File: config.mk
export PLATFORM = sky130hd
export DESIGN_NAME = adcs_top
export DESIGN_NICKNAME = d
export VERILOG_FILES = /design/src/common/adcs_pkg.sv /design/src/verilog/adcs_prescaler.sv /design/src/verilog/adcs_top.sv
export VERILOG_INCLUDE_DIRS = /design/src /design/src/common
export SDC_FILE = /design/constraint.sdc
export NUM_CORES = 1
export LEC_CHECK = 0
export BUFFER_PORTS_ARGS = -buffer_cell sky130_fd_sc_hd__buf_4
export CAP_MARGIN = 40
export CORE_MARGIN = 2
export CORE_UTILIZATION = 50
export CTS_CLUSTER_SIZE = 20
export DETAILED_ROUTE_END_ITERATION = 8
export GPL_TIMING_DRIVEN = 0
export HOLD_SLACK_MARGIN = 0.15
export PLACE_DENSITY_LB_ADDON = 0.25
export SYNTH_ARGS = -nofsm -noshare
export SYNTH_HDL_FRONTEND = slang
export SYNTH_SLANG_ARGS = --single-unit
File: constraint.sdc
create_clock -name clk -period 2.4 [get_ports clk]
set_input_delay 0.12 -clock clk [delete_from_list [all_inputs] [get_ports clk]]
set_output_delay 0.12 -clock clk [all_outputs]
set_load 0.05 [all_outputs]
File: src/common/adcs_params.svh
// constants for the converter sequencer: offsets, field positions,
// reset values and phase lengths in converter clocks.
// assumes an 8-bit register port with byte-wide registers.
`ifndef ADCS_PARAMS_SVH
`define ADCS_PARAMS_SVH

// ----------------------------------------------------------------
// register offsets
// ----------------------------------------------------------------
`define ADCS_OFF_CTRL 8'h00
`define ADCS_OFF_RES_UPPER 8'h01
`define ADCS_OFF_RES_LOWER 8'h02

// ----------------------------------------------------------------
// control register fields
// ----------------------------------------------------------------
`define ADCS_CH_LSB 0
`define ADCS_CH_MSB 3
`define ADCS_DIFF_BIT 4
`define ADCS_PSC_BIT 5
`define ADCS_MUX_BIT 6
`define ADCS_BUSY_BIT 7
`define ADCS_CTRL_RESET 8'h00

// ----------------------------------------------------------------
// lower result register: two result bits at the top
// ----------------------------------------------------------------
`define ADCS_RES_LOWER_LSB 6

// ----------------------------------------------------------------
// phase lengths in converter clocks, and slow prescale ratio
// ----------------------------------------------------------------
`define ADCS_SAMPLE_TICKS 4'd3
`define ADCS_AZERO_TICKS 4'd1
`define ADCS_CONV_TICKS 4'd10
`define ADCS_LOAD_TICKS 4'd1
`define ADCS_SLOW_DIV 16

`endif

File: src/common/adcs_pkg.sv
// types shared by the converter sequencer files.
// assumes nothing beyond a SystemVerilog compiler.
package adcs_pkg;

    // ------------------------------------------------------------
    // conversion sequence phases
    // ------------------------------------------------------------
    typedef enum logic [2:0] {
        ST_IDLE,
        ST_WAIT,
        ST_SAMPLE,
        ST_AZERO,
        ST_CONV,
        ST_LOAD
    } adcs_state_t;

endpackage

File: src/verilog/adcs_prescaler.sv
// converter clock prescaler: emits one-cycle ticks at core rate or at
// core rate divided by DIV; cleared, with no ticks, while run is low.
// assumes clk is the core clock and ce freezes all state.
`include "adcs_params.svh"

module adcs_prescaler #(
    parameter int DIV = `ADCS_SLOW_DIV
) (
    // clock and reset
    input wire logic clk,
    input wire logic rst_n,
    input wire logic ce,
    // control
    input wire logic run,
    input wire logic div_slow,
    // converter clock tick
    output logic tick
);

    localparam int CW = $clog2(DIV);

    logic [CW-1:0] cnt; // core cycles since last slow tick

    // ------------------------------------------------------------
    // divider: cleared while stopped so power and phase restart clean
    // ------------------------------------------------------------
    always_ff @(posedge clk or negedge rst_n) begin
        if (!rst_n) begin
            cnt <= '0;
            tick <= 1'b0;
        end else if (ce) begin
            if (!run) begin
                // stopped: no converter clock
                cnt <= '0;
                tick <= 1'b0;
            end else begin
                cnt <= cnt + 1'b1;
                // divide by one or by DIV
                tick <= !div_slow || (cnt == CW'(DIV - 1));
            end
        end
    end

    a_slow_spacing: assert property (@(posedge clk) disable iff (!rst_n)
        $rose(tick) && div_slow |=> !tick)
        else $error("slow prescale tick lasted more than one cycle");

endmodule

File: src/verilog/adcs_top.sv
// converter sequencer: control and result registers behind a plain
// register port, a gated prescaler and the fifteen-tick sample,
// auto-zero, successive-approximation and load sequence.
// assumes synchronous inputs, one core clock and an external
// comparator answering the dac code within one converter clock.
//
// Decided for this implementation: the placing of the registers and the address-and-strobe port.
`include "adcs_params.svh"

module adcs_top #(
    parameter int RES_W = 10,
    parameter int DIV = `ADCS_SLOW_DIV
) (
    // clock and reset
    input wire logic clk,
    input wire logic rst_n,
    input wire logic ce,
    // register port
    input wire logic [7:0] addr,
    input wire logic [7:0] wdata,
    input wire logic wr,
    input wire logic rd,
    output logic [7:0] rdata,
    // device power state (halt or idle)
    input wire logic low_power,
    // converter analog core
    input wire logic comp_in,
    output logic conv_power,
    output logic conv_tick,
    output logic sample,
    output logic auto_zero,
    output logic converting,
    output logic load_result,
    output logic [RES_W-1:0] dac_code,
    output logic result_invalid,
    // input multiplexor routing
    output logic [3:0] pos_channel,
    output logic [3:0] neg_channel,
    output logic diff_active,
    output logic input_path_en,
    output logic mux_out_pin_en,
    output logic sh_from_adc_in_pin
);

    // ------------------------------------------------------------
    // state
    // ------------------------------------------------------------
    logic [3:0] channel_select; // analog input choice
    logic diff_mode_sel; // 1 selects differential
    logic clock_prescale_sel; // 1 selects slow prescale
    logic mux_out_enable; // route mux to external pins
    logic conversion_busy; // conversion running
    logic [7:0] conversion_result_upper; // result bits 9:2
    logic [1:0] conversion_result_lower; // result bits 1:0
    adcs_pkg::adcs_state_t state; // current phase
    adcs_pkg::adcs_state_t next_state;
    logic [3:0] step; // ticks spent in phase
    logic [3:0] next_step;
    logic next_busy;
    logic [3:0] bit_idx; // result bit under trial

    // ------------------------------------------------------------
    // decodes
    // ------------------------------------------------------------
    logic ctrl_wr; // write to control register
    logic abort; // software clears busy
    logic start; // software sets busy from idle or at end
    logic done; // load tick completes conversion
    logic restart; // low power drops a running conversion
    logic run; // prescaler enable

    // one-hot bit mask for a result bit position
    function automatic logic [RES_W-1:0] bit_mask(input logic [3:0] pos);
        bit_mask = RES_W'(1) << pos;
    endfunction

    assign ctrl_wr = ce && wr && (addr == `ADCS_OFF_CTRL);
    // busy clears act even mid-conversion; sets only from idle or at end
    assign abort = ctrl_wr && !wdata[`ADCS_BUSY_BIT];
    assign done = (state == adcs_pkg::ST_LOAD) && conv_tick
        && !low_power;
    // a set in the completing cycle wins over the hardware clear
    assign start = ctrl_wr && wdata[`ADCS_BUSY_BIT]
        && (!conversion_busy || done);
    assign restart = low_power && conversion_busy;
    assign run = conversion_busy && !low_power;
    assign bit_idx = 4'(RES_W - 1) - step;

    // ------------------------------------------------------------
    // converter clock prescaler
    // ------------------------------------------------------------
    adcs_prescaler #(
        .DIV(DIV)
    ) u_prescaler (
        .clk(clk),
        .rst_n(rst_n),
        .ce(ce),
        .run(run),
        .div_slow(clock_prescale_sel),
        .tick(conv_tick)
    );

    // ------------------------------------------------------------
    // control fields: locked while a conversion runs
    // ------------------------------------------------------------
    always_ff @(posedge clk or negedge rst_n) begin
        if (!rst_n) begin
            channel_select <= 4'h0;
            diff_mode_sel <= 1'b0;
            clock_prescale_sel <= 1'b0;
            mux_out_enable <= 1'b0;
        end else if (ctrl_wr && !conversion_busy) begin
            // settings and busy in one write
            channel_select <= wdata[`ADCS_CH_MSB:`ADCS_CH_LSB];
            diff_mode_sel <= wdata[`ADCS_DIFF_BIT];
            clock_prescale_sel <= wdata[`ADCS_PSC_BIT];
            mux_out_enable <= wdata[`ADCS_MUX_BIT];
        end
    end

    // ------------------------------------------------------------
    // busy flag
    // ------------------------------------------------------------
    always_comb begin
        next_busy = conversion_busy;
        if (abort) begin
            next_busy = 1'b0;
        end else if (start) begin
            next_busy = 1'b1;
        end else if (done) begin
            next_busy = 1'b0;
        end
    end

    always_ff @(posedge clk or negedge rst_n) begin
        if (!rst_n) begin
            conversion_busy <= 1'b0;
        end else if (ce) begin
            conversion_busy <= next_busy;
        end
    end

    // ------------------------------------------------------------
    // sequence: wait, 3 sample, 1 auto-zero, 10 bits, 1 load
    // ------------------------------------------------------------
    always_comb begin
        next_state = state;
        next_step = step;
        if (abort) begin
            next_state = adcs_pkg::ST_IDLE;
            next_step = 4'h0;
        end else if (start || restart) begin
            // restart from the top after wake-up
            next_state = adcs_pkg::ST_WAIT;
            next_step = 4'h0;
        end else if (conv_tick) begin
            next_step = step + 4'h1;
            unique case (state)
                adcs_pkg::ST_IDLE: begin
                    next_step = 4'h0;
                end
                adcs_pkg::ST_WAIT: begin
                    // first converter edge opens sampling
                    next_state = adcs_pkg::ST_SAMPLE;
                    next_step = 4'h0;
                end
                adcs_pkg::ST_SAMPLE: begin
                    if (step == `ADCS_SAMPLE_TICKS - 4'h1) begin
                        next_state = adcs_pkg::ST_AZERO;
                        next_step = 4'h0;
                    end
                end
                adcs_pkg::ST_AZERO: begin
                    if (step == `ADCS_AZERO_TICKS - 4'h1) begin
                        next_state = adcs_pkg::ST_CONV;
                        next_step = 4'h0;
                    end
                end
                adcs_pkg::ST_CONV: begin
                    if (step == `ADCS_CONV_TICKS - 4'h1) begin
                        next_state = adcs_pkg::ST_LOAD;
                        next_step = 4'h0;
                    end
                end
                adcs_pkg::ST_LOAD: begin
                    if (step == `ADCS_LOAD_TICKS - 4'h1) begin
                        next_state = adcs_pkg::ST_IDLE;
                        next_step = 4'h0;
                    end
                end
            endcase
        end
    end

    always_ff @(posedge clk or negedge rst_n) begin
        if (!rst_n) begin
            state <= adcs_pkg::ST_IDLE;
            step <= 4'h0;
        end else if (ce) begin
            state <= next_state;
            step <= next_step;
        end
    end

    // ------------------------------------------------------------
    // phase strobes and converter power, registered from next state
    // ------------------------------------------------------------
    always_ff @(posedge clk or negedge rst_n) begin
        if (!rst_n) begin
            sample <= 1'b0;
            auto_zero <= 1'b0;
            converting <= 1'b0;
            load_result <= 1'b0;
            conv_power <= 1'b0;
        end else if (ce) begin
            sample <= next_state == adcs_pkg::ST_SAMPLE;
            auto_zero <= next_state == adcs_pkg::ST_AZERO;
            converting <= next_state == adcs_pkg::ST_CONV;
            load_result <= next_state == adcs_pkg::ST_LOAD;
            // powered only while busy and awake
            conv_power <= next_busy && !low_power;
        end
    end

    // ------------------------------------------------------------
    // successive approximation register driving the dac
    // ------------------------------------------------------------
    always_ff @(posedge clk or negedge rst_n) begin
        if (!rst_n) begin
            dac_code <= '0;
        end else if (ce && conv_tick && !abort && !start && !restart) begin
            if (state == adcs_pkg::ST_AZERO) begin
                // first trial: top bit only
                dac_code <= bit_mask(4'(RES_W - 1));
            end else if (state == adcs_pkg::ST_CONV) begin
                // keep or drop the trial bit, then try the next
                if (step == `ADCS_CONV_TICKS - 4'h1) begin
                    dac_code <= comp_in ? dac_code
                        : dac_code & ~bit_mask(bit_idx);
                end else begin
                    dac_code <= (comp_in ? dac_code
                        : dac_code & ~bit_mask(bit_idx))
                        | bit_mask(bit_idx - 4'h1);
                end
            end
        end
    end

    // ------------------------------------------------------------
    // result registers: no reset, undefined until first load or write
    // ------------------------------------------------------------
    always_ff @(posedge clk) begin
        if (ce) begin
            if (done && !abort) begin
                // split load on completion, never on abort
                conversion_result_upper <= dac_code[RES_W-1:2];
                conversion_result_lower <= dac_code[1:0];
            end else if (wr && addr == `ADCS_OFF_RES_UPPER) begin
                conversion_result_upper <= wdata;
            end else if (wr && addr == `ADCS_OFF_RES_LOWER) begin
                conversion_result_lower <= wdata[7:`ADCS_RES_LOWER_LSB];
            end
        end
    end

    // ------------------------------------------------------------
    // invalid flag: a conversion cut by low power; set beats clear
    // ------------------------------------------------------------
    always_ff @(posedge clk or negedge rst_n) begin
        if (!rst_n) begin
            result_invalid <= 1'b0;
        end else if (ce) begin
            if (restart) begin
                result_invalid <= 1'b1;
            end else if (start) begin
                result_invalid <= 1'b0;
            end
        end
    end

    // ------------------------------------------------------------
    // multiplexor routing; input path enabled whenever busy or mux output is on
    // ------------------------------------------------------------
    always_ff @(posedge clk or negedge rst_n) begin
        if (!rst_n) begin
            pos_channel <= 4'h0;
            neg_channel <= 4'h0;
            diff_active <= 1'b0;
            input_path_en <= 1'b0;
            mux_out_pin_en <= 1'b0;
            sh_from_adc_in_pin <= 1'b0;
        end else if (ce) begin
            pos_channel <= channel_select;
            // partner of the pair is the other member of even/odd
            neg_channel <= {channel_select[3:1], ~channel_select[0]};
            diff_active <= diff_mode_sel;
            input_path_en <= next_busy || mux_out_enable;
            mux_out_pin_en <= mux_out_enable;
            sh_from_adc_in_pin <= mux_out_enable;
        end
    end

    // ------------------------------------------------------------
    // register read port: data in the cycle after the strobe only
    // ------------------------------------------------------------
    always_ff @(posedge clk or negedge rst_n) begin
        if (!rst_n) begin
            rdata <= 8'h00;
        end else if (ce) begin
            rdata <= 8'h00;
            if (rd) begin
                unique case (addr)
                    `ADCS_OFF_CTRL: begin
                        rdata <= {conversion_busy, mux_out_enable,
                            clock_prescale_sel, diff_mode_sel,
                            channel_select};
                    end
                    `ADCS_OFF_RES_UPPER: begin
                        rdata <= conversion_result_upper;
                    end
                    `ADCS_OFF_RES_LOWER: begin
                        // low six bits read zero
                        rdata <= {conversion_result_lower, 6'h00};
                    end
                    default: begin
                        rdata <= 8'h00;
                    end
                endcase
            end
        end
    end

    // ------------------------------------------------------------
    // checks
    // ------------------------------------------------------------
    a_ctrl_locked: assert property (@(posedge clk) disable iff (!rst_n)
        ctrl_wr && conversion_busy |=> $stable(channel_select)
            && $stable(diff_mode_sel) && $stable(clock_prescale_sel))
        else $error("control field changed while busy");

    a_clock_stopped: assert property (@(posedge clk) disable iff (!rst_n)
        !conversion_busy ##1 !conversion_busy |-> !conv_tick)
        else $error("converter tick while idle");

    a_done_clears: assert property (@(posedge clk) disable iff (!rst_n)
        ce && done && !start && !abort |=> !conversion_busy && !conv_power)
        else $error("busy or power not dropped at completion");

    a_result_split: assert property (@(posedge clk) disable iff (!rst_n)
        ce && done && !abort
        |=> conversion_result_upper == $past(dac_code[9:2])
            && conversion_result_lower == $past(dac_code[1:0]))
        else $error("result not split correctly");

    a_abort_keeps: assert property (@(posedge clk) disable iff (!rst_n)
        ce && abort && conversion_busy
        |=> $stable(conversion_result_upper)
            && $stable(conversion_result_lower))
        else $error("aborted conversion touched results");

    a_sample_start: assert property (@(posedge clk) disable iff (!rst_n)
        ce && state == adcs_pkg::ST_WAIT && conv_tick && !abort && !restart
        && !start |=> sample && step == 4'h0)
        else $error("sampling did not open on first tick");

    a_mux_route: assert property (@(posedge clk) disable iff (!rst_n)
        ce && mux_out_enable |=> input_path_en && mux_out_pin_en
            && sh_from_adc_in_pin)
        else $error("mux output routing dropped");

    a_lp_restart: assert property (@(posedge clk) disable iff (!rst_n)
        ce && restart && !abort |=> state == adcs_pkg::ST_WAIT
            && !conv_power && result_invalid)
        else $error("low power did not restart conversion");

endmodule
==> results.md <==
- First-pass GRT wire length: 14170 um
- CTS Buf Count: 9
- Mux share of post-synthesis cell area: 8.990%
- Period utilization: 96.97%
- Critical path arrival: 2540 ps
- Die area: 7671 um2
- # diodes: 0
- Clk buf depth: 2
- # Post-CTS Setup Buffers: 0
- Final-report hold violation count: 0
- Clk Latency, worst-skew pair: 350 ps
- Vias: 2902
- Adder-cell area share of the yosys netlist: 4.298%
- Top FF cell, synth: dfrtp_1
- Flops & latches, synth: 62
- Root Buffer Master: clkbuf_8
- Status: complete, no violations
- Core Box Area: 6794 um2
- Cell Area, Synth: 3493 um2
- Setup crit end kind: flop
- Share of layout cells above drive strength 1: 30.46%
- Slew Limit Fails: 0
- Vias/cell: 5.657
- Fin crit period: 2327 ps
- Final setup viols: 0
- Max incr delay on CP: 480 ps
- Post-synthesis area per instance: 10.55 um2
- Worst vdd ir: 0.0002914 V
- Final setup TNS: 0 ps
- Max Clock Freq: 429.7 MHz
- Overall die height: 87.59 um
- Total Nets Final: 447
- DP Wirelength: 6110 um
- Initial Util: 51.42%
- Leakage: 0.001959 uW
- RSZ-0062 raised after global routing: false
- Layout Cells excl Fill: 513
- Met2 Use GR: 40.43%
- Post-synth EDFFs: 10
- Die width: 87.59 um
- XOR/XNOR Fraction of Synth Area: 0.7521%
- Slew headroom: 48.55%
- Worst-path clk slew: 70 ps
- Largest net degree at the start of global routing: 53
- Critical path type: reg -> reg
- Pre-Repair DR Iteration Count: 4
- Critical path's slowest cell: dfrtp_2
- CP max FO: 11
- CTS Sinks: 62
- I/O Buffers: 59
- Critical Path Start Type: flop
- Htree depth: 3
- Placed Cells: 486
- CP cell instances: inv_1 > ha_4 > or3b_1 > and3_2 > a211oi_1 > a31o_2 > mux2i_1
- Gr busiest metal: met2
- Core Rows: 30
- GR met1 Demand/Resource: 30.68%
- Largest family of logic cells by synthesized area: compound AO/OA/AOI/OAI gates
- Avg WL per Cell: 16.56 um
- Total track usage: 23.82%
- Residual DRC: 0
- CTS tree: yes
- Vias in the first global route: 2931
- Yosys warning count: 0
- Worst-margin pin slew: 770.1 ps
- Syn_nets: 366
- Routing usage on met3: 3.205%
- Antenna Violating Nets Remaining: 0
- Placer Congestion: 0.8678
- Hold Crit Class: in -> reg
- First DRT Iteration DRCs: 217
- Compound-gate portion of the synthesized area: 18.66%
- I/O pins: 60
- Post-synthesis simple-gate area fraction: 16.12%
- Power per cell area: 598.8 nW/um2
- Grt ovf: 0
- Clk_skew: 7.599 ps
- Async SR Flop Fraction: 83.87%
- Worst Path Required: 2610 ps
- Max-Cap Viols: 0
- Antenna violations before repair: 0
- Syn Inst Count: 331
- Area delta synth->final: 26.15%
- Total Wirelength: 8496 um
- Unique masters post-synth: 62
- Post-synthesis sequential area ratio: 45.85%
- Pwr Total: 2639 uW
layout by cell type, fill, tap and decap left out, types with 3 or more instances in the layout:
| master | count |
|---|---|
| o2bb2ai_1 | 13 |
| a21oi_1 | 8 |
| o21a_1 | 3 |
| nor3b_1 | 3 |
| clkbuf_8 | 10 |
| nor2_1 | 16 |
| buf_6 | 4 |
| a21o_1 | 3 |
| nor2b_1 | 4 |
| o2111ai_1 | 7 |
| mux2i_1 | 10 |
| mux2_2 | 19 |
| a32o_1 | 3 |
| buf_1 | 3 |
| ha_1 | 11 |
| nor3_1 | 6 |
| nand3_1 | 11 |
| nand3b_1 | 4 |
| buf_2 | 3 |
| clkbuf_1 | 3 |
| inv_1 | 15 |
| dfrtp_1 | 51 |
| nand2_1 | 32 |
| nand2b_1 | 3 |
| edfxtp_1 | 10 |
| dlygate4sd3_1 | 11 |
| buf_4 | 63 |
| o211ai_1 | 4 |
| o21ai_0 | 17 |
| nand4_1 | 4 |
| a31oi_1 | 6 |
| and2_1 | 3 |
| o21ai_1 | 5 |
Yosys cell counts, drive strengths merged, types with 2 or more instances:
master   number  share of area, %
dfrtp        52                37
nand2        32               3.4
o21ai        22               3.2
mux2         19               6.1
nor2         17               1.9
inv          16               1.7
buf          14               2.9
o2bb2ai      13               3.3
ha           12               4.3
nand3        11               1.6
edfxtp       10               8.6
mux2i        10               2.9
nor3          9               1.8
a21oi         8               1.1
o2111ai       7               1.8
o211ai        7               2.2
a31oi         6               1.1
and2          4              0.75
clkbuf        4              0.72
nand3b        4              0.86
nand4         4              0.72
nor2b         4              0.72
nor3b         4               1.0
a21o          3              0.64
a32o          3              0.86
nand2b        3              0.54
o21a          3              0.64
a211oi        2              0.43
a22o          2              0.50
a31o          2              0.50
and3          2              0.39
o22ai         2              0.36
o31ai         2              0.43
o41ai         2              0.50
or2           2              0.36
or3b          2              0.57
xor2          2              0.50
registers in the layout, indices dropped and copies added (netlist names), 2 cells and up:
signal                   cells
channel_select               4
conversion_result_lower      2
conversion_result_upper      8
dac_code                    10
pos_channel                  4
rdata                        8
state                        3
step                         4
u_prescaler.cnt              4
cell families (layout without fill, tap and decap cells):
family                     count (synthesis)  after routing
AOI/OAI and AO/OA                         88             88
xor gates and xnor gates                   3              3
adders and majority gates                 12             12
buffers and inverters                     34            120
DFF                                       62             62
muxes                                     29             29
and+or+nand+nor                          103            103
per-layer routing:
| layer | share of wire, % | vias up |
|---|---|---|
| met5 | 0 | - |
| met4 | 1.5 | 0 |
| met3 | 3.5 | 14 |
| met2 | 52 | 66 |
| met1 | 43 | 1437 |
| li1 | - | 1385 |
final cells by class:
type | instances | area, um2
Buffer | 18 | 126.4
Fill cell | 560 | 2387
Tap cell | 96 | 120.1
Inverter | 16 | 60.06
Clock buffer | 9 | 123.9
Clock inverter | 7 | 97.59
Sequential cell | 62 | 1603
Timing Repair Buffer | 70 | 553.0
Multi-Input combinational cell | 235 | 1723
per-stage QoR:
stage | utilization (%) | cell area [um2] | worst slack, ps | hold WS, ps
finish | 64.86 | 4407 | 72.78 | 177.2
global route | 64.86 | 4407 | 13.30 | 194.0
CTS | 64.70 | 4395 | 20.59 | 166.2
detailed placement | 59.71 | 4056 | -85.95 | 201.8
global placement | 59.71 | 4056 | -44.97 | 199.8
floorplan | - | 3493 | 250.0 | -175.6
worst max-delay path, delay by kind of cell, from the launching register on:
family,cells,cell delay (ps)
fa+ha+maj,1,200
simple gates,2,620
mux,1,90
compound gates,2,630
flops,1,480
buf+inv,1,170
final timing paths:
kind | start | end | slack (ps) | depth (start not counted)
max in group asynchronous | rst_n | step[0] | 1590 | 2
min in group asynchronous | rst_n | step[3] | 350 | 2
worst min register to register | u_prescaler.cnt[3] | u_prescaler.cnt[3] | 480 | 1
worst min-delay path | low_power | conv_power | 180 | 3
worst max register to register | step[0] | state[0] | 70 | 7
worst max-delay path | step[0] | state[0] | 70 | 7
power by group:
| group | total, uW | switching, uW | leakage (uW) | internal [uW] |
|---|---|---|---|---|
| Sequential | 1140 | 27.3 | 0.000793 | 1110 |
| Combinational | 470 | 294 | 0.00106 | 176 |
| Clock | 1030 | 446 | 0.000106 | 587 |
| Total | 2640 | 767 | 0.00196 | 1870 |
what timing repair did:
item,in CTS,in global routing
resized for setup,2,4
endpoints found under the hold margin,70,0
endpoints found under the setup margin,6,7
pin swaps,0,0
cloned,0,0
hold buffers,11,0
(Power assumes the default switching activity.)
